[config.mk]
export PLATFORM = sky130hd
export DESIGN_NAME = lane_clk_ctrl
export DESIGN_NICKNAME = d
export VERILOG_FILES = /design/src/verilog/lane_clk_pkg.sv /design/src/verilog/lane_clk_ctrl.sv /design/src/verilog/lane_phase_tracker.sv
export SDC_FILE = /design/constraint.sdc
export NUM_CORES = 1
export LEC_CHECK = 0
export BUFFER_PORTS_ARGS = -buffer_cell sky130_fd_sc_hd__buf_2
export CAP_MARGIN = 20
export CORE_MARGIN = 2
export CORE_UTILIZATION = 45
export DETAILED_ROUTE_END_ITERATION = 12
export HOLD_SLACK_MARGIN = 0.02
export PLACE_DENSITY_LB_ADDON = 0.12
export RECOVER_POWER = 100
export SLEW_MARGIN = 20
export SYNTH_ARGS = -nofsm -noshare
export SYNTH_HDL_FRONTEND = slang
export SYNTH_SLANG_ARGS = --single-unit
export TNS_END_PERCENT = 30
[constraint.sdc]
create_clock -name ref_clk -period 3.1 [get_ports ref_clk]
set_clock_uncertainty 0.05 [all_clocks]
set_input_delay 0.31 -clock ref_clk [delete_from_list [all_inputs] [get_ports ref_clk]]
set_output_delay 0.31 -clock ref_clk [all_outputs]
set_load 0.02 [all_outputs]
[src/verilog/lane_clk_pkg.sv]
// Shared constants and types for the lane receive clocking control block.
// Assumes an 8-bit register port with 12-bit addresses, one clock domain.
package lane_clk_pkg;
   // Register offsets
   localparam logic [11:0] ADDR_IRQ_ENABLE = 12'h01F;
   localparam logic [11:0] ADDR_IRQ_STATUS = 12'h023;
   localparam logic [11:0] ADDR_IF_POWER = 12'h200;
   localparam logic [11:0] ADDR_LANE_PD = 12'h201;
   localparam logic [11:0] ADDR_RECOV_RESET = 12'h206;
   localparam logic [11:0] ADDR_SAMPLING_MODE = 12'h230;
   localparam logic [11:0] ADDR_EQ_CONFIG = 12'h268;
   localparam logic [11:0] ADDR_SYNTH_CTRL = 12'h280;
   localparam logic [11:0] ADDR_SYNTH_STATUS = 12'h281;
   localparam logic [11:0] ADDR_SYNTH_DIV = 12'h289;
   // Field positions
   localparam int BIT_SYNTH_EN = 0;
   localparam int BIT_SYNTH_RECAL = 2;
   localparam int BIT_LOCK = 0;
   localparam int BIT_CAL_OK = 3;
   localparam int BIT_BAND_HI = 4;
   localparam int BIT_BAND_LO = 5;
   localparam int BIT_IRQ_LOCK = 2;
   localparam int BIT_IRQ_LOST = 3;
   localparam int BIT_HALF_RATE = 5;
   localparam int BIT_OVERSAMPLE = 1;
   localparam int BIT_RECOV_RESET = 0;
   localparam int BIT_IF_PD = 0;
   localparam int EQ_LSB = 6;
   // Reset values and interrupt event mask
   localparam logic [7:0] RST_ZERO = 8'h00;
   localparam logic [7:0] RST_IF_POWER = 8'h01;
   localparam logic [7:0] IRQ_EVENT_MASK = 8'h0C;
   // Divider codes and equalizer settings
   localparam logic [1:0] DIV_CODE_BY4 = 2'h0;
   localparam logic [1:0] DIV_CODE_BY2 = 2'h1;
   localparam logic [1:0] DIV_CODE_BY1 = 2'h2;
   localparam logic [1:0] EQ_NORMAL = 2'h0;
   localparam logic [1:0] EQ_LOW_POWER = 2'h1;
   // Oscillator to quadrature clock ratio
   localparam logic [1:0] QUAD_DIV_RATIO = 2'h2;
   // Lane and phase sizes
   localparam int NUM_LANES = 8;
   localparam int PHASE_BITS = 6;

   // Synthesizer status from the analog loop
   typedef struct packed {
      logic band_lo;
      logic band_hi;
      logic cal_ok;
      logic lock;
   } synth_status_t;

   // Clock controls to the analog synthesizer and recovery circuits
   typedef struct packed {
      logic synth_enable;
      logic [1:0] divider_code;
      logic cal_restart;
      logic [1:0] quad_div_ratio;
      logic recovery_reset;
      logic half_rate_sampling_enable;
      logic double_oversampling_enable;
      logic sample_from_synth;
      logic eq_low_power;
   } clk_ctrl_t;
endpackage

[src/verilog/lane_clk_ctrl.sv]
// Receive clocking control: synthesizer setup and status, recovery mode,
// lane power-down, equalizer mode and lock interrupt events.
// Assumes a byte-wide register port synchronous to ref_clk and analog
// status inputs already synchronous to ref_clk.
//
// Summary of operation
// Software picks divider code 2, 1 or 0 by lane rate band.
// Reference is lane rate over 40; divider keeps detector 35-80 MHz.
// Software writes divider code first, then sets synthesizer enable.
// Synthesizer lock reads as status bit 0.
// Successful calibration reads as status bit 3.
// Band limit flags on bits 4, 5; bit 2 low then high recalibrates.
// Software should write fixed tuning values to the setup registers.
// Lock and lock-lost events gated by interrupt enable bits 3:2.
// Event status on interrupt status bits 3:2; writing ones clears them.
// Software sets half-rate and oversampling bits by lane rate band.
// Software pulses recovery reset bit 0 high then low after setup.
// Mask bit set powers down that lane's receiver.
// Equalizer field 01 selects low power, 00 normal operation.
// Each lane's sampling phase is tracked independently.
// Oscillator output divided by two feeds the deserializer cores.
// Recovery sampling clocks come from the synthesizer, not the data.
// Software clears interface power bit 0 before using the lanes.
// Lock and lock-lost bits set on lock transitions, stay until cleared.
// Interrupt output asserted while any enabled event bit is set.
module lane_clk_ctrl
   import lane_clk_pkg::*;
#(
   parameter int LANES = NUM_LANES,
   parameter int PHASE_W = PHASE_BITS
) (
   input wire logic ref_clk,
   input wire logic sys_rst,
   input wire logic [11:0] reg_addr,
   input wire logic reg_wr,
   input wire logic reg_rd,
   input wire logic [7:0] reg_wdata,
   output logic [7:0] reg_rdata,
   input wire synth_status_t synth_status,
   input wire logic [LANES-1:0] lane_early,
   input wire logic [LANES-1:0] lane_late,
   output clk_ctrl_t clk_ctrl,
   output logic [LANES-1:0] lane_rx_enable,
   output logic [LANES*PHASE_W-1:0] lane_phase,
   output logic irq
);
   initial begin
      if (LANES < 1 || LANES > 8) $error("lane_clk_ctrl: LANES 1..8");
   end

   // Software visible registers
   logic [7:0] irq_enable_pll_reg, irq_enable_pll_next;
   logic [7:0] irq_status_pll_reg, irq_status_pll_next;
   logic [7:0] if_power_reg, if_power_next;
   logic [7:0] lane_powerdown_mask_reg, lane_powerdown_mask_next;
   logic [7:0] recovery_reset_control_reg, recovery_reset_control_next;
   logic [7:0] recovery_sampling_mode_reg, recovery_sampling_mode_next;
   logic [7:0] equalizer_config_reg, equalizer_config_next;
   logic [7:0] lane_synth_control_reg, lane_synth_control_next;
   logic [7:0] lane_synth_divider_reg, lane_synth_divider_next;
   logic [7:0] reg_rdata_reg, reg_rdata_next;
   logic lock_prev_reg, lock_prev_next;
   logic irq_reg, irq_next;
   clk_ctrl_t clk_ctrl_reg, clk_ctrl_next;
   logic [LANES-1:0] lane_rx_enable_reg, lane_rx_enable_next;
   logic [7:0] synth_status_byte;
   logic [7:0] event_set;
   logic [LANES*PHASE_W-1:0] phase_w;
   logic [LANES*PHASE_W-1:0] lane_phase_reg;

   // Status byte as software sees it
   always_comb begin
      synth_status_byte = RST_ZERO;
      synth_status_byte[BIT_LOCK] = synth_status.lock;
      synth_status_byte[BIT_CAL_OK] = synth_status.cal_ok;
      synth_status_byte[BIT_BAND_HI] = synth_status.band_hi;
      synth_status_byte[BIT_BAND_LO] = synth_status.band_lo;
   end

   // Lock edge events; a change of lock is an edge in either direction
   always_comb begin
      event_set = RST_ZERO;
      event_set[BIT_IRQ_LOCK] = synth_status.lock && !lock_prev_reg;
      event_set[BIT_IRQ_LOST] = !synth_status.lock && lock_prev_reg;
      lock_prev_next = synth_status.lock;
   end

   // Register writes and sticky status; a new event beats a clear
   always_comb begin
      irq_enable_pll_next = irq_enable_pll_reg;
      if_power_next = if_power_reg;
      lane_powerdown_mask_next = lane_powerdown_mask_reg;
      recovery_reset_control_next = recovery_reset_control_reg;
      recovery_sampling_mode_next = recovery_sampling_mode_reg;
      equalizer_config_next = equalizer_config_reg;
      lane_synth_control_next = lane_synth_control_reg;
      lane_synth_divider_next = lane_synth_divider_reg;
      irq_status_pll_next = irq_status_pll_reg;
      if (reg_wr) begin
         case (reg_addr)
            ADDR_IRQ_ENABLE: irq_enable_pll_next = reg_wdata;
            ADDR_IRQ_STATUS:
               irq_status_pll_next = irq_status_pll_reg & ~reg_wdata;
            ADDR_IF_POWER: if_power_next = reg_wdata;
            ADDR_LANE_PD: lane_powerdown_mask_next = reg_wdata;
            ADDR_RECOV_RESET: recovery_reset_control_next = reg_wdata;
            ADDR_SAMPLING_MODE: recovery_sampling_mode_next = reg_wdata;
            ADDR_EQ_CONFIG: equalizer_config_next = reg_wdata;
            ADDR_SYNTH_CTRL: lane_synth_control_next = reg_wdata;
            ADDR_SYNTH_DIV: lane_synth_divider_next = reg_wdata;
            default: ;
         endcase
      end
      irq_status_pll_next = (irq_status_pll_next | event_set)
                            & IRQ_EVENT_MASK;
   end

   // Read path; unmapped addresses read as zero
   always_comb begin
      reg_rdata_next = reg_rdata_reg;
      if (reg_rd) begin
         case (reg_addr)
            ADDR_IRQ_ENABLE: reg_rdata_next = irq_enable_pll_reg;
            ADDR_IRQ_STATUS: reg_rdata_next = irq_status_pll_reg;
            ADDR_IF_POWER: reg_rdata_next = if_power_reg;
            ADDR_LANE_PD: reg_rdata_next = lane_powerdown_mask_reg;
            ADDR_RECOV_RESET: reg_rdata_next = recovery_reset_control_reg;
            ADDR_SAMPLING_MODE: reg_rdata_next = recovery_sampling_mode_reg;
            ADDR_EQ_CONFIG: reg_rdata_next = equalizer_config_reg;
            ADDR_SYNTH_CTRL: reg_rdata_next = lane_synth_control_reg;
            ADDR_SYNTH_STATUS: reg_rdata_next = synth_status_byte;
            ADDR_SYNTH_DIV: reg_rdata_next = lane_synth_divider_reg;
            default: reg_rdata_next = RST_ZERO;
         endcase
      end
   end

   // Analog controls; recal pulse fires only on a 0 to 1 write of bit 2
   always_comb begin
      clk_ctrl_next.synth_enable = lane_synth_control_reg[BIT_SYNTH_EN];
      clk_ctrl_next.divider_code = lane_synth_divider_reg[1:0];
      clk_ctrl_next.cal_restart = lane_synth_control_next[BIT_SYNTH_RECAL]
         && !lane_synth_control_reg[BIT_SYNTH_RECAL];
      clk_ctrl_next.quad_div_ratio = QUAD_DIV_RATIO;
      clk_ctrl_next.recovery_reset =
         recovery_reset_control_reg[BIT_RECOV_RESET];
      clk_ctrl_next.half_rate_sampling_enable =
         recovery_sampling_mode_reg[BIT_HALF_RATE];
      clk_ctrl_next.double_oversampling_enable =
         recovery_sampling_mode_reg[BIT_OVERSAMPLE];
      clk_ctrl_next.sample_from_synth = 1'b1;
      clk_ctrl_next.eq_low_power =
         (equalizer_config_reg[EQ_LSB+1:EQ_LSB] == EQ_LOW_POWER);
      // Lane receivers also stay off while the whole interface is down
      lane_rx_enable_next = ~lane_powerdown_mask_reg[LANES-1:0]
         & {LANES{~if_power_reg[BIT_IF_PD]}};
      irq_next = |(irq_status_pll_reg & irq_enable_pll_reg
                   & IRQ_EVENT_MASK);
   end

   always_ff @(posedge ref_clk) begin
      if (sys_rst) begin
         irq_enable_pll_reg <= RST_ZERO;
         irq_status_pll_reg <= RST_ZERO;
         if_power_reg <= RST_IF_POWER;
         lane_powerdown_mask_reg <= RST_ZERO;
         recovery_reset_control_reg <= RST_ZERO;
         recovery_sampling_mode_reg <= RST_ZERO;
         equalizer_config_reg <= RST_ZERO;
         lane_synth_control_reg <= RST_ZERO;
         lane_synth_divider_reg <= RST_ZERO;
         reg_rdata_reg <= RST_ZERO;
         lock_prev_reg <= 1'b0;
         irq_reg <= 1'b0;
         clk_ctrl_reg <= '0;
         lane_rx_enable_reg <= '0;
         lane_phase_reg <= '0;
      end else begin
         irq_enable_pll_reg <= irq_enable_pll_next;
         irq_status_pll_reg <= irq_status_pll_next;
         if_power_reg <= if_power_next;
         lane_powerdown_mask_reg <= lane_powerdown_mask_next;
         recovery_reset_control_reg <= recovery_reset_control_next;
         recovery_sampling_mode_reg <= recovery_sampling_mode_next;
         equalizer_config_reg <= equalizer_config_next;
         lane_synth_control_reg <= lane_synth_control_next;
         lane_synth_divider_reg <= lane_synth_divider_next;
         reg_rdata_reg <= reg_rdata_next;
         lock_prev_reg <= lock_prev_next;
         irq_reg <= irq_next;
         clk_ctrl_reg <= clk_ctrl_next;
         lane_rx_enable_reg <= lane_rx_enable_next;
         lane_phase_reg <= phase_w;
      end
   end

   // One tracker per lane, each free of the others' votes
   genvar g;
   generate
      for (g = 0; g < LANES; g++) begin : g_lane
         lane_phase_tracker #(
            .WIDTH(PHASE_W)
         ) u_track (
            .ref_clk(ref_clk),
            .sys_rst(sys_rst),
            .track_en(lane_rx_enable_reg[g]
                      && !clk_ctrl_reg.recovery_reset),
            .early(lane_early[g]),
            .late(lane_late[g]),
            .phase(phase_w[g*PHASE_W +: PHASE_W])
         );
      end
   endgenerate

   assign reg_rdata = reg_rdata_reg;
   assign clk_ctrl = clk_ctrl_reg;
   assign lane_rx_enable = lane_rx_enable_reg;
   assign lane_phase = lane_phase_reg;
   assign irq = irq_reg;
endmodule

[src/verilog/lane_phase_tracker.sv]
// Sampling phase tracker for one serial lane.
// Assumes early/late votes from the lane's phase detector, one per clock.
module lane_phase_tracker
   import lane_clk_pkg::*;
#(
   parameter int WIDTH = PHASE_BITS
) (
   input wire logic ref_clk,
   input wire logic sys_rst,
   input wire logic track_en,
   input wire logic early,
   input wire logic late,
   output logic [WIDTH-1:0] phase
);
   logic [WIDTH-1:0] phase_reg;
   logic [WIDTH-1:0] phase_next;

   initial begin
      if (WIDTH < 2) $error("lane_phase_tracker: WIDTH must be >= 2");
   end

   // Step the phase toward the data edge; conflicting votes hold still
   always_comb begin
      phase_next = phase_reg;
      if (!track_en) begin
         phase_next = '0;
      end else if (early && !late) begin
         phase_next = phase_reg - WIDTH'(1);
      end else if (late && !early) begin
         phase_next = phase_reg + WIDTH'(1);
      end
   end

   always_ff @(posedge ref_clk) begin
      if (sys_rst) begin
         phase_reg <= '0;
      end else begin
         phase_reg <= phase_next;
      end
   end

   assign phase = phase_reg;
endmodule
## Word-level counts from Yosys, hierarchy flattened

Cells that the tools add are included.

| operators by class | value |
|---|---|
| reductions and logical operators | 72 |
| mux-type cells | 22 |
| eq/ne operators | 11 |
| bitwise gates (word level) | 15 |
| $add $sub $neg | 16 |

Operator list:

| operator | number |
|---|---|
| $eq 12x10->1 const B | 8 |
| $mux 6 | 16 |
| $pmux 8 s10 | 1 |
| $add 6x1->6 const B | 8 |
| $sub 6x1->6 const B | 8 |
| $logic_and 1x1->1 | 27 |
| $logic_not 1->1 | 20 |
| $reduce_or 2->1 | 9 |
| $reduce_and 2->1 | 8 |
| $reduce_bool 2->1 | 8 |
| $eq 12x5->1 const B | 1 |
| $eq 12x6->1 const B | 1 |
| $not 1->1 | 9 |
| $and 4x4->4 | 2 |
| $and 8x8->8 | 1 |
| $mux 4 | 2 |
| $not 8->8 | 1 |
| $mux 7 | 1 |
| $mux 3 | 2 |
| $not 4->4 | 1 |
| $or 4x4->4 | 1 |
| $eq 2x1->1 const B | 1 |

| word-level totals | value |
|---|---|
| input bits | 44 |
| flip-flop bits (word level) | 191 |
| word-level logic and storage cells | 168 |
| output and inout bits | 76 |

## Depth between registers and ports, before layout

Gate-level depths: netlist of run 1.

| depth | value |
|---|---|
| word-level depth | 5 |
| gate-level depth with buffers | 10 |
| gate-level depth less buffers | 10 |

## Hierarchy

From an unflattened synthesis of run 1, not the netlist that was laid out.

| second synthesis, totals | value |
|---|---|
| cell total of the unflattened synthesis | 1074 |
| area total of the unflattened synthesis | 9487.8 sq um |

Modules (own cells, without submodules):

| module | seq. area each (sq um) | area an instance (sq um) | times used | cells an instance |
|---|---|---|---|---|
| lane_clk_ctrl | 2822.7 | 5431.5 | 1 | 600 |
| lane_phase_tracker (g_lane[2].u_track ...) | 120.1 | 484.2 | 6 | 56 |
| lane_phase_tracker (g_lane[0].u_track ...) | 120.1 | 575.6 | 2 | 69 |

## Worst setup path after synthesis of run 1

OpenSTA, ideal clock, no wires.

| timing | value |
|---|---|
| path kind | input-to-reg |
| start point | in reg_addr[4] |
| end point | reg reg_rdata_reg[1] (netlist: reg_rdata[1]) |
| arrival time | 1.867 ns |
| required time | 2.982 ns |
| path slack | 1.116 ns |
| stages | 7 |
| cells stage by stage | buf_6 > or4_4 > nor4_4 > buf_6 > nand2_1 > and3_4 > o21ai_2 |

| between the ends | value |
|---|---|
| word-level cells in the longest chain between the ends | 2 |
| elaborated cells between the ends (all ways) | 11 |
| those cells by class | eq/ne (10); mux (1) |

Ends and longest elaborated chain:

| element | RTL line | RTL |
|---|---|---|
| start, declared | lane_clk_ctrl.sv:34 | `input wire logic [11:0] reg_addr,` |
| $eq 12x10->1, or another cell as far along | lane_clk_ctrl.sv:122 | `case (reg_addr)` |
| $pmux 8 s10 (*) | lane_clk_ctrl.sv:122 |  |
| end signal, assigned | lane_clk_ctrl.sv:188 | `reg_rdata_reg <= reg_rdata_next;` |
| end, declared | lane_clk_ctrl.sv:61 | `logic [7:0] reg_rdata_reg, reg_rdata_next;` |

Mark *: on every way between the ends. The rest lies on a longest branch, timed or not.
A chain may end at the register's enable or synchronous reset.

## Final worst setup path of run 1

| timing | value |
|---|---|
| start point | in reg_addr[8] |
| end point | reg reg_rdata_reg[1] (netlist: reg_rdata[1]) |

Same word-level chain as after synthesis.

==> impl_results.md, run 1 <==
- Worst min path class: in2reg
- Actual slew at the worst max-slew pin: between 1 and 1.5 ns
- DRT iter0 DRCs: 637
- Io pins: 120
- Initial core utilization: between 40% and 50%
- Leakage power: approximately 3.9 nW
- Num CTS Buffers: 17
- Port-buffer cells: 118
- FFs w/ async S/R, synth: 0%
- Die W: 142 um
- Skew-Pair Late Insertion Delay: ~0.43 ns
- Achievable Freq: 418 MHz
- Clk sinks: 189
- Synth cell types: 67
- Crit path cell chain: buf_2 > or4b_1 > nor4_1 > and2_0 > clkbuf_1 > a222oi_1 > and3_4 > o21ai_2
- Worst slew margin: 4.09%
- Vias: 7131
- Post-synth EDFFs: 0
- Detailed-route wire length: 20900 um
- Net Count, Synth: 1091
- CTS tree: done
- Crit-path slowest cell: or4b_1
- First-pass GRT wire length: about 33000 um
- Clock-pin slew on the worst setup and hold paths: 0.07 ns
- RSZ-0062 raised after global routing: false
- Final ANT Viol Nets: 0
- Setup crit end kind: flop
- Die H: 142 um
- Hold WS: 0.121 ns
- N_diodes: 0
- Post-synthesis register bit count: 189
- Slew Limit Fails: 0
- DRT Pass-1 Iters: 5
- Post-DP Area: 9290 um2
- Layout Utilization: 52.0%
- Cts hold-fix bufs: 0
- Fin crit share: 77.1%
- Buffers & Inverters on Critical Path: 2
- Initial antenna violation count: 0
- Vias in the first global route: 6330
- CP arrival: between 2 and 3 ns
- Crit path max fanout: 10
- Nets@finish: approximately 1200
- Grt ovf: 0
- Core Area: ~19000 um2
- Worst endpoint required time: 3.42 ns
- Mapped Area: 8580 um2
- Die area: roughly 20000 um2
- Routed len/inst: between 15 and 20 um
- Cell Pwr Density: 500 nW/um2
- CTS max path bufs: 2
- Top delay family on crit path: simple AND/OR/NAND/NOR gates
- Share of layout cells above drive strength 1: 8.42%
- Pin count of the biggest net entering global routing: 51
- Crit path time final: 2.39 ns
- Worst VDD drop: roughly 0.00036 V
- GRT Resource Usage Total: 20.6%
- Area delta synth->final: 13.3%
- Via density: 5.33
- Tot Pwr: 0.00486 W
- Final Cell Area: 9720 um2
- CTS H-tree lvls: 4
- Detailed placement HPWL: between 10000 and 15000 um
- Worst path max stage delay: 0.64 ns
- Most used DFF post-synth: dfxtp_1
- # Post-CTS Setup Buffers: 0
- Post-CTS Resized: 0
- Std cell rows: 50
- Setup TNS: 0 ns
- Final Wtd Congestion: 0.933
- Synthesis Warnings: 0
- Count of max-cap constraint violations: 0
- # setup viols final: 0
- Synth Area per Inst: 8.59 um2
- Crit path kind: in2reg
- Drt drc: 0
- Seq/Total Area, Yosys: 44.1%
- Cells after Synth: 999
- CTS root buf: clkbuf_16
- Worst Setup Start Kind: primary input
- Fill cells: ~1800
- Hold Violations, Final: 0
- Status: finished, final reports clean
-- worst register-to-register path, stage by stage (launching register included) --
cell	delay [ns]
dfxtp_1	0.35
fa_1	0.47
a21o_1	0.21
a21oi_1	0.19
xor2_1	0.16
nor2_1	0.05
a21oi_1	0.13
nor2_1	0.05
-- cells by family after synthesis --
| group | synth area share, % |
|---|---|
| flops | 44.1 |
| fa+ha+maj | 7.70 |
| buf+inv | 5.04 |
| other cells | 0.0437 |
| xor+xnor | 4.08 |
| simple gates | 23.7 |
| mux | 2.10 |
| compound gates | 13.3 |
-- final cells by class --
type,count,area (um2),share of cell area (%)
multi-input cells,707,4340,44.7
clock buffers,18,429,4.42
flip-flops and latches,189,3780,38.9
inverters,49,184,1.89
clock inverters,14,138,1.42
well taps,234,293,3.01
repair buffers,127,549,5.65
-- stage by stage --
step	instances	setup WS, ns
after floorplan	999	1.12
after global placement	1306	0.780
after detailed placement	1306	0.730
after CTS	1338	1.18
after global routing	1338	0.571
final	1338	0.709
-- metal layers --
metal  track usage (%)  vias up  part of all wire [%]
met3              3.60       29                   5.6
met1              27.6     3319                    45
met4              7.11        0                   2.1
met2              33.5      214                    47
li1                  -     3569                     -
met5                 0        -                     0
-- placed cells by master, fill, tap and decap left out, drive strengths merged, types with 3 or more instances in the layout --
master,netlist,routed
dfxtp,189,189
nor2,134,134
nand2,117,117
a21oi,102,102
clkbuf,36,99
inv,48,51
buf,18,46
nor2b,44,44
nand3,40,40
ha,40,40
xnor2,24,24
nor3,22,22
mux2i,18,18
a21o,16,16
xor2,16,16
o21ai,16,16
nand2b,12,12
nand4b,8,8
nand4,8,8
a22o,8,8
fa,8,8
a31oi,7,7
a22oi,7,7
a221oi,7,7
clkinv,1,6
clkinvlp,0,5
and3,5,5
or3,4,4
nor4,4,4
a32o,3,3
a222oi,3,3
a211oi,3,3
or2,3,3
and2,3,3
-- cells in the mapped netlist (3+ instances only) --
cell / number / area (um2)
fa_1: 8 / 160
nand3_1: 39 / 195
xnor2_1: 24 / 210
nand4b_1: 8 / 70.1
nor2_1: 130 / 488
nand2_1: 116 / 435
a22o_1: 8 / 70.1
a22oi_1: 7 / 52.6
a31oi_1: 7 / 43.8
nor2b_1: 44 / 275
nand2b_1: 12 / 75.1
clkbuf_1: 36 / 135
nand4_1: 8 / 50.1
or3_1: 4 / 25.0
and2_1: 3 / 18.8
a221oi_1: 7 / 61.3
buf_4: 3 / 22.5
o21ai_0: 12 / 60.1
a21o_1: 16 / 120
a211oi_2: 3 / 37.5
nor3_1: 21 / 105
buf_2: 10 / 50.1
ha_1: 40 / 500
a222oi_1: 3 / 30.0
and3_1: 4 / 25.0
nor2_2: 4 / 25.0
buf_6: 3 / 33.8
inv_1: 48 / 180
a32o_1: 3 / 30.0
a21oi_1: 102 / 510
xor2_1: 16 / 140
mux2i_1: 18 / 180
dfxtp_1: 189 / 3780
-- report_power, final --
group	switching, W	total, W	internal [W]
logic	0.000220	0.000333	0.000113
clock network	0.000974	0.00210	0.00112
registers	0.00000264	0.00243	0.00243
total	0.00120	0.00486	0.00367
-- final timing paths --
| kind | depth (start not counted) | slack [ns] | endpoint | start |
|---|---|---|---|---|
| min | 2 | 0.12 | lock_prev_reg$_SDFF_PP0_ | synth_status[0] |
| max reg2reg | 7 | 1.34 | g_lane[2].u_track.phase[4]$_SDFFE_PP0P_ | g_lane[2].u_track.phase[0]$_SDFFE_PP0P_ |
| max | 8 | 0.71 | reg_rdata[1]$_SDFFE_PP0P_ | reg_addr[8] |
| min reg2reg | 1 | 0.40 | lane_rx_enable[1]$_SDFF_PP0_ | lane_powerdown_mask_reg[1]$_SDFFE_PP0P_ |
Note: power is estimated with default switching activity, not from simulation.
==> run 2, diff against run 1 <==
- clock period: 3.1 -> 2.1 ns (I/O delays scaled with it)
==> run 2 against run 1 <==
  * Cell area is 3.5% higher
  * Via count grew 1.8%
  * First-iteration DRC count down 19%
  * Combinational power is 57% higher
  * Count of clock-buffer cells in the layout decreased by 1
  * Worst setup slack got worse by 0.53 ns
  * Non-clock buffer count grew 42
==> impl_results.md, run 2 (same netlist as run 1, synthesis figures left out) <==
- Clock-pin slew on the worst setup and hold paths: approximately 0.08 ns
- Final Wtd Congestion: 0.863
- CP arrival: 2.21 ns
- Worst VDD drop: 0.000630 V
- Drt drc: 0
- Worst path max stage delay: around 0.43 ns
- Setup crit end kind: flop
- Pin count of the biggest net entering global routing: 53
- Die area: 20200 um2
- Grt ovf: 0
- Top delay family on crit path: simple AND/OR/NAND/NOR gates
- Status: finished, final reports clean
- GRT Resource Usage Total: a little over a fifth
- Worst min path class: in2reg
- Commonest non-fill, non-tap cells in the layout: dfxtp_1 (189), nor2_1 (132), nand2_1 (116), a21oi_1 (102), clkbuf_1 (81)
- Share of layout cells above drive strength 1: a little under an eighth
- Die H: 142 um
- Crit path max fanout: 5
- # setup viols final: 0
- Area delta synth->final: 17.3%
- Fin crit share: just over 90%
- Slew Limit Fails: 0
- Tot Pwr: 0.00735 W
- Vias: 7260
- Final ANT Viol Nets: 0
- R2R Path Start: g_lane[2].u_track.phase[0]$_SDFFE_PP0P_
- Buffers & Inverters on Critical Path: 2
- # Post-CTS Setup Buffers: 0
- CTS root buf: clkbuf_16
- Post-CTS Resized: 0
- Worst Setup Start Kind: primary input
- CTS max path bufs: 2
- Cell Pwr Density: 731 nW/um2
- Skew-Pair Late Insertion Delay: 0.44 ns
- Routed len/inst: 15.3 um
- Std cell rows: 50
- Worst endpoint required time: 2.39 ns
- Crit path kind: in2reg
- DRT Pass-1 Iters: 6
- First-pass GRT wire length: 34000 um
- Vias in the first global route: 6733
- Final Cell Area: between 10000 and 15000 um2
- Die W: approximately 140 um
- RSZ-0062 raised after global routing: false
- Initial core utilization: between 40% and 50%
- CTS tree: done
- Hold Violations, Final: 0
- Achievable Freq: 520 MHz
- Detailed placement HPWL: about 15000 um
- Num CTS Buffers: 17
- DRT iter0 DRCs: 514
- Crit-path slowest cell: nor2_1
- Post-DP Area: 9610 um2
- Crit path time final: approximately 1.9 ns
- Detailed-route wire length: approximately 21000 um
- Most used cell, CP: or3_1
- Io pins: 120
- Leakage power: between 4 and 5 nW
- Hold path startpoint: reg_wdata[1]
- Actual slew at the worst max-slew pin: 1.16 ns
- Core Area: 18700 um2
- Clk sinks: 189
- Nets@finish: 1225
- Fill cells: 1824
- Crit path launch: reg_addr[8]
- Crit path cell chain: buf_2 > or3_1 > or3_1 > nor2_1 > a32o_1 > a2111oi_0 > buf_4 > a211oi_1
- Port-buffer cells: 118
- Worst slew margin: 22.5%
- Count of max-cap constraint violations: 0
- CTS H-tree lvls: 4
- Initial antenna violation count: 2
- Most common cell after layout, fill and taps aside: dfxtp_1
- Via density: 5.25
## run 2: power by group
group | internal (W) | total [W] | switching, W | leakage (nW)
clock network | 0.00170 | 0.00324 | 0.00154 | 0.294
logic | 0.000193 | 0.000524 | 0.000331 | 2.28
registers | 0.00359 | 0.00359 | 0.00000361 | 1.52
total | 0.00548 | 0.00735 | 0.00188 | 4.10
## run 2: cell type report
class / count / area, um2 / area share [%]
antenna: 2 / 5.00 / 0.0497
clock buffer: 17 / 425 / 4.23
clock inverter: 15 / 171 / 1.70
inverter: 49 / 184 / 1.83
multi-input combinational: 707 / 4330 / 43.0
sequential: 189 / 3780 / 37.6
tap: 234 / 293 / 2.91
timing repair buffer: 169 / 870 / 8.64
## run 2: path summary, 6_finish.rpt
kind | slack, ns | to | depth (start not counted)
setup / recovery | 0.18 | reg_rdata[5]$_SDFFE_PP0P_ | 8
hold / removal | 0.08 | equalizer_config_reg[1]$_SDFFE_PP0P_ | 3
setup reg to reg | 0.37 | g_lane[2].u_track.phase[4]$_SDFFE_PP0P_ | 7
hold reg to reg | 0.40 | if_power_reg[2]$_SDFFE_PP0P_ | 2
## run 2: what timing repair did
action / CTS / global route
endpoints found under the setup margin: 0 / 0
hold endpoints to repair: 0 / 1
hold buffers: 0 / 1
## run 2: metrics by stage
step	setup WS, ns	setup TNS [ns]	utilization (%)	cells	hold slack [ns]
final	0.177	0	53.8	1382	0.0822
after global routing	0.142	0	53.8	1382	0.0736
after CTS	0.365	0	54.5	1379	0.0288
after detailed placement	-0.0357	-0.585	51.4	1347	0.387
after global placement	-0.00239	-0.00396	51.4	1347	0.388
after floorplan	0.216	0	-	999	0.288
## run 2: per-layer routing
metal / global-route usage, % / routed length (um) / up-vias
li1: - / - / 3679
met1: 28.3 / 9860 / 3337
met2: 35.1 / 9790 / 209
met3: 3.87 / 1080 / 35
met4: 8.11 / 471 / 0
met5: 0 / 0 / -
## run 2: worst min-delay path, cell delays in order
cell and delay (ns):
buf_2 0.18, nand2_1 0.08, a21oi_1 0.05
==> run 3, diff against run 2 <==
- SYNTH_HIERARCHICAL: unset -> 1
==> run 3 against run 2 <==
  * The flow now finishes with violations (capacitance limit, slew limit)
  * Worst hold slack lost 0.0033 ns
  * Global-route usage is 0.72 points lower
  * Synthesized cell count grew 7.5%
  * Sequential share of layout area shrank 2.2 points
  * Routed wire length up 9.2%
  * Via count up 8.9%
  * Critical endpoint is now recovery_reset_control_reg[2]$_SDFFE_PP0P_
  * Largest power group unchanged
==> impl_results.md, run 3 <==
- Top-area cell type share of the netlist area: 39.9%
- Share of layout cells above drive strength 1: 10.2%
- Drt drc: 0
- Final Wtd Congestion: 0.915
- Std cell rows: 53
- Clock-pin slew on the worst setup and hold paths: about 0.07 ns
- Io pins: 120
- CTS root buf: clkbuf_16
- Failing checks: capacitance limit, slew limit
- FFs w/ async S/R, synth: 0%
- Core Area: 20900 um2
- RR Endpoint: g_lane[2].u_track/phase[3]$_SDFFE_PP0P_
- Commonest non-fill, non-tap cells in the layout: dfxtp_1 (189), nand2_1 (123), clkbuf_1 (90), a21oi_1 (88), nor2b_1 (82)
- Setup crit end kind: flop
- Worst min path class: in2reg
- Seq/Total Area, Yosys: 39.9%
- Post-synth EDFFs: 0
- Slew Limit Fails: 36
- GRT Resource Usage Total: 20.7%
- Most used DFF post-synth: dfxtp_1
- Detailed placement HPWL: ~17000 um
- Hold Violations, Final: 0
- Actual slew at the worst max-slew pin: 1.53 ns
- Count of max-cap constraint violations: 1
- Vias: 7906
- Area delta synth->final: 12.8%
- Fin crit share: 85.9%
- Setup TNS: 0 ns
- Most frequent cells after synthesis: dfxtp_1 (189), nand2_1 (123), a21oi_1 (86)
- RSZ-0062 raised after global routing: false
- CTS tree: done
- Worst slew margin: -2.07%
- Final ANT Viol Nets: 0
- First-pass GRT wire length: 37000 um
- # setup viols final: 0
- Post-synthesis register bit count: roughly 190
- Hold Crit Depth: 3
- Worst VDD drop: 0.000445 V
- Die H: approximately 150 um
- Num CTS Buffers: 17
- Vias in the first global route: 7104
- Fill cells: 2065
- Dominant cell type by area after synthesis: dfxtp_1
- Placement Setup Slack: 0.0935 ns
- Leakage power: roughly 4.2 nW
- Initial core utilization: 45.4%
- Synth cell types: 76
- Hold path startpoint: reg_wdata[4]
- Synth area leaders: dfxtp_1 (40%), nor2b_1 (5.4%), nand2_1 (4.9%)
- Worst endpoint required time: 2.39 ns
- Worst Setup Start Kind: primary input
- Detailed-route wire length: 23100 um
- Synthesis Warnings: 6
- Die W: 149 um
- Nets@finish: 1239
- Achievable Freq: 554 MHz
- R2R Path Start: g_lane[2].u_track/phase[1]$_SDFFE_PP0P_
- Routed len/inst: 15.9 um
- CTS max path bufs: 2
- DRT Pass-1 Iters: 5
- Status: complete, but fails checks
- Crit path max fanout: 8
- CTS H-tree lvls: 4
- DRT iter0 DRCs: 529
- # Post-CTS Setup Buffers: 0
- Synth Area per Inst: between 8 and 9 um2
- Grt ovf: 0
- Most common cell after layout, fill and taps aside: dfxtp_1
- N_diodes: 0
- Net Count, Synth: 1142
- Worst setup margin: 0.295 ns
- Mapped Area: 9490 um2
- Crit path kind: in2reg
- Clk sinks: 189
- Die area: 22300 um2
- Most common cell in the netlist: dfxtp_1
- Via density: roughly 5.4
- Initial antenna violation count: 0
- Skew-Pair Late Insertion Delay: 0.43 ns
- R2R cell count: 4
- Port-buffer cells: 118
- Hold Path Sink: recovery_reset_control_reg[4]$_SDFFE_PP0P_
- Pin count of the biggest net entering global routing: 36
- Crit path launch: reg_addr[8]
- Cells after Synth: 1074
- Crit path time final: 1.80 ns
- Cell Pwr Density: 666 nW/um2
- CP arrival: roughly 2.1 ns
- R2R setup slack: 0.31 ns
==> run 3: metrics by stage <==
stage,utilization (%),hold WS [ns],cell area [um2],cells,total power [W]
2_1_floorplan,-,0.288,9490,1074,0.00405
3_3_place_gp,49.6,0.388,10400,1426,0.00422
3_5_place_dp,49.6,0.393,10400,1426,0.00422
4_1_cts,52.2,0.0675,10900,1459,0.00723
5_1_grt,51.2,0.0881,10700,1459,0.00741
6_report,51.2,0.0789,10700,1459,0.00712
==> run 3: logic make-up (layout without fill, tap and decap cells) <==
logic type,Yosys count,count (layout),share of synthesized area (%)
AOI/OAI and AO/OA,224,224,16.5
xor gates and xnor gates,38,38,3.51
adders and majority gates,24,24,3.16
buffers and inverters,103,213,4.88
DFF,189,189,39.9
muxes,53,53,5.70
other,1,1,0.0395
and+or+nand+nor,442,442,26.3
==> run 3: area by class of cell <==
| cell class | count | area [um2] | area share [%] |
|---|---|---|---|
| Sequential cell | 189 | 3780 | 35.4 |
| Multi-Input combinational cell | 782 | 5190 | 48.5 |
| Timing Repair Buffer | 155 | 752 | 7.03 |
| Tap cell | 275 | 344 | 3.22 |
| Inverter | 26 | 97.6 | 0.912 |
| Clock inverter | 11 | 86.3 | 0.807 |
| Clock buffer | 21 | 450 | 4.21 |
==> run 3: critical path, stage by stage <==
cell	delay [ns]
clkbuf_1	0.12
or4b_4	0.59
nor3_1	0.25
and4_1	0.27
and2_0	0.40
nand2_1	0.10
a21oi_1	0.15
==> run 3: worst max-delay path by stage <==
stage | end | depth (start not counted)
CTS | g_lane[3].u_track/phase[2]$_SDFFE_PP0P_ | 6
global placement | recovery_reset_control_reg[2]$_SDFFE_PP0P_ | 7
detailed placement | recovery_reset_control_reg[2]$_SDFFE_PP0P_ | 7
floorplan | recovery_sampling_mode_reg[0]$_SDFFE_PP0P_ | 7
finish | recovery_reset_control_reg[2]$_SDFFE_PP0P_ | 7
global route | reg_rdata[2]$_SDFFE_PP0P_ | 7
==> run 3: where the power goes <==
group / switching [W] / total [W] / internal [W]
clock: 0.00142 / 0.00298 / 0.00156
combinational: 0.000344 / 0.000548 / 0.000204
sequential: 0.00000330 / 0.00359 / 0.00359
==> run 3: timing repair <==
| item | CTS | global route |
|---|---|---|
| hold buffers | 1 | 0 |
| endpoints found under the hold margin | 1 | 0 |
| gates resized for setup | 0 | 0 |
==> run 3: per-layer routing <==
layer / routed length [um] / global-route usage, % / up-vias
met5: 0 / 0 / -
li1: - / - / 3983
met2: 10400 / 32.6 / 215
met1: 11200 / 29.1 / 3681
met3: 1160 / 3.70 / 27
met4: 437 / 6.19 / 0
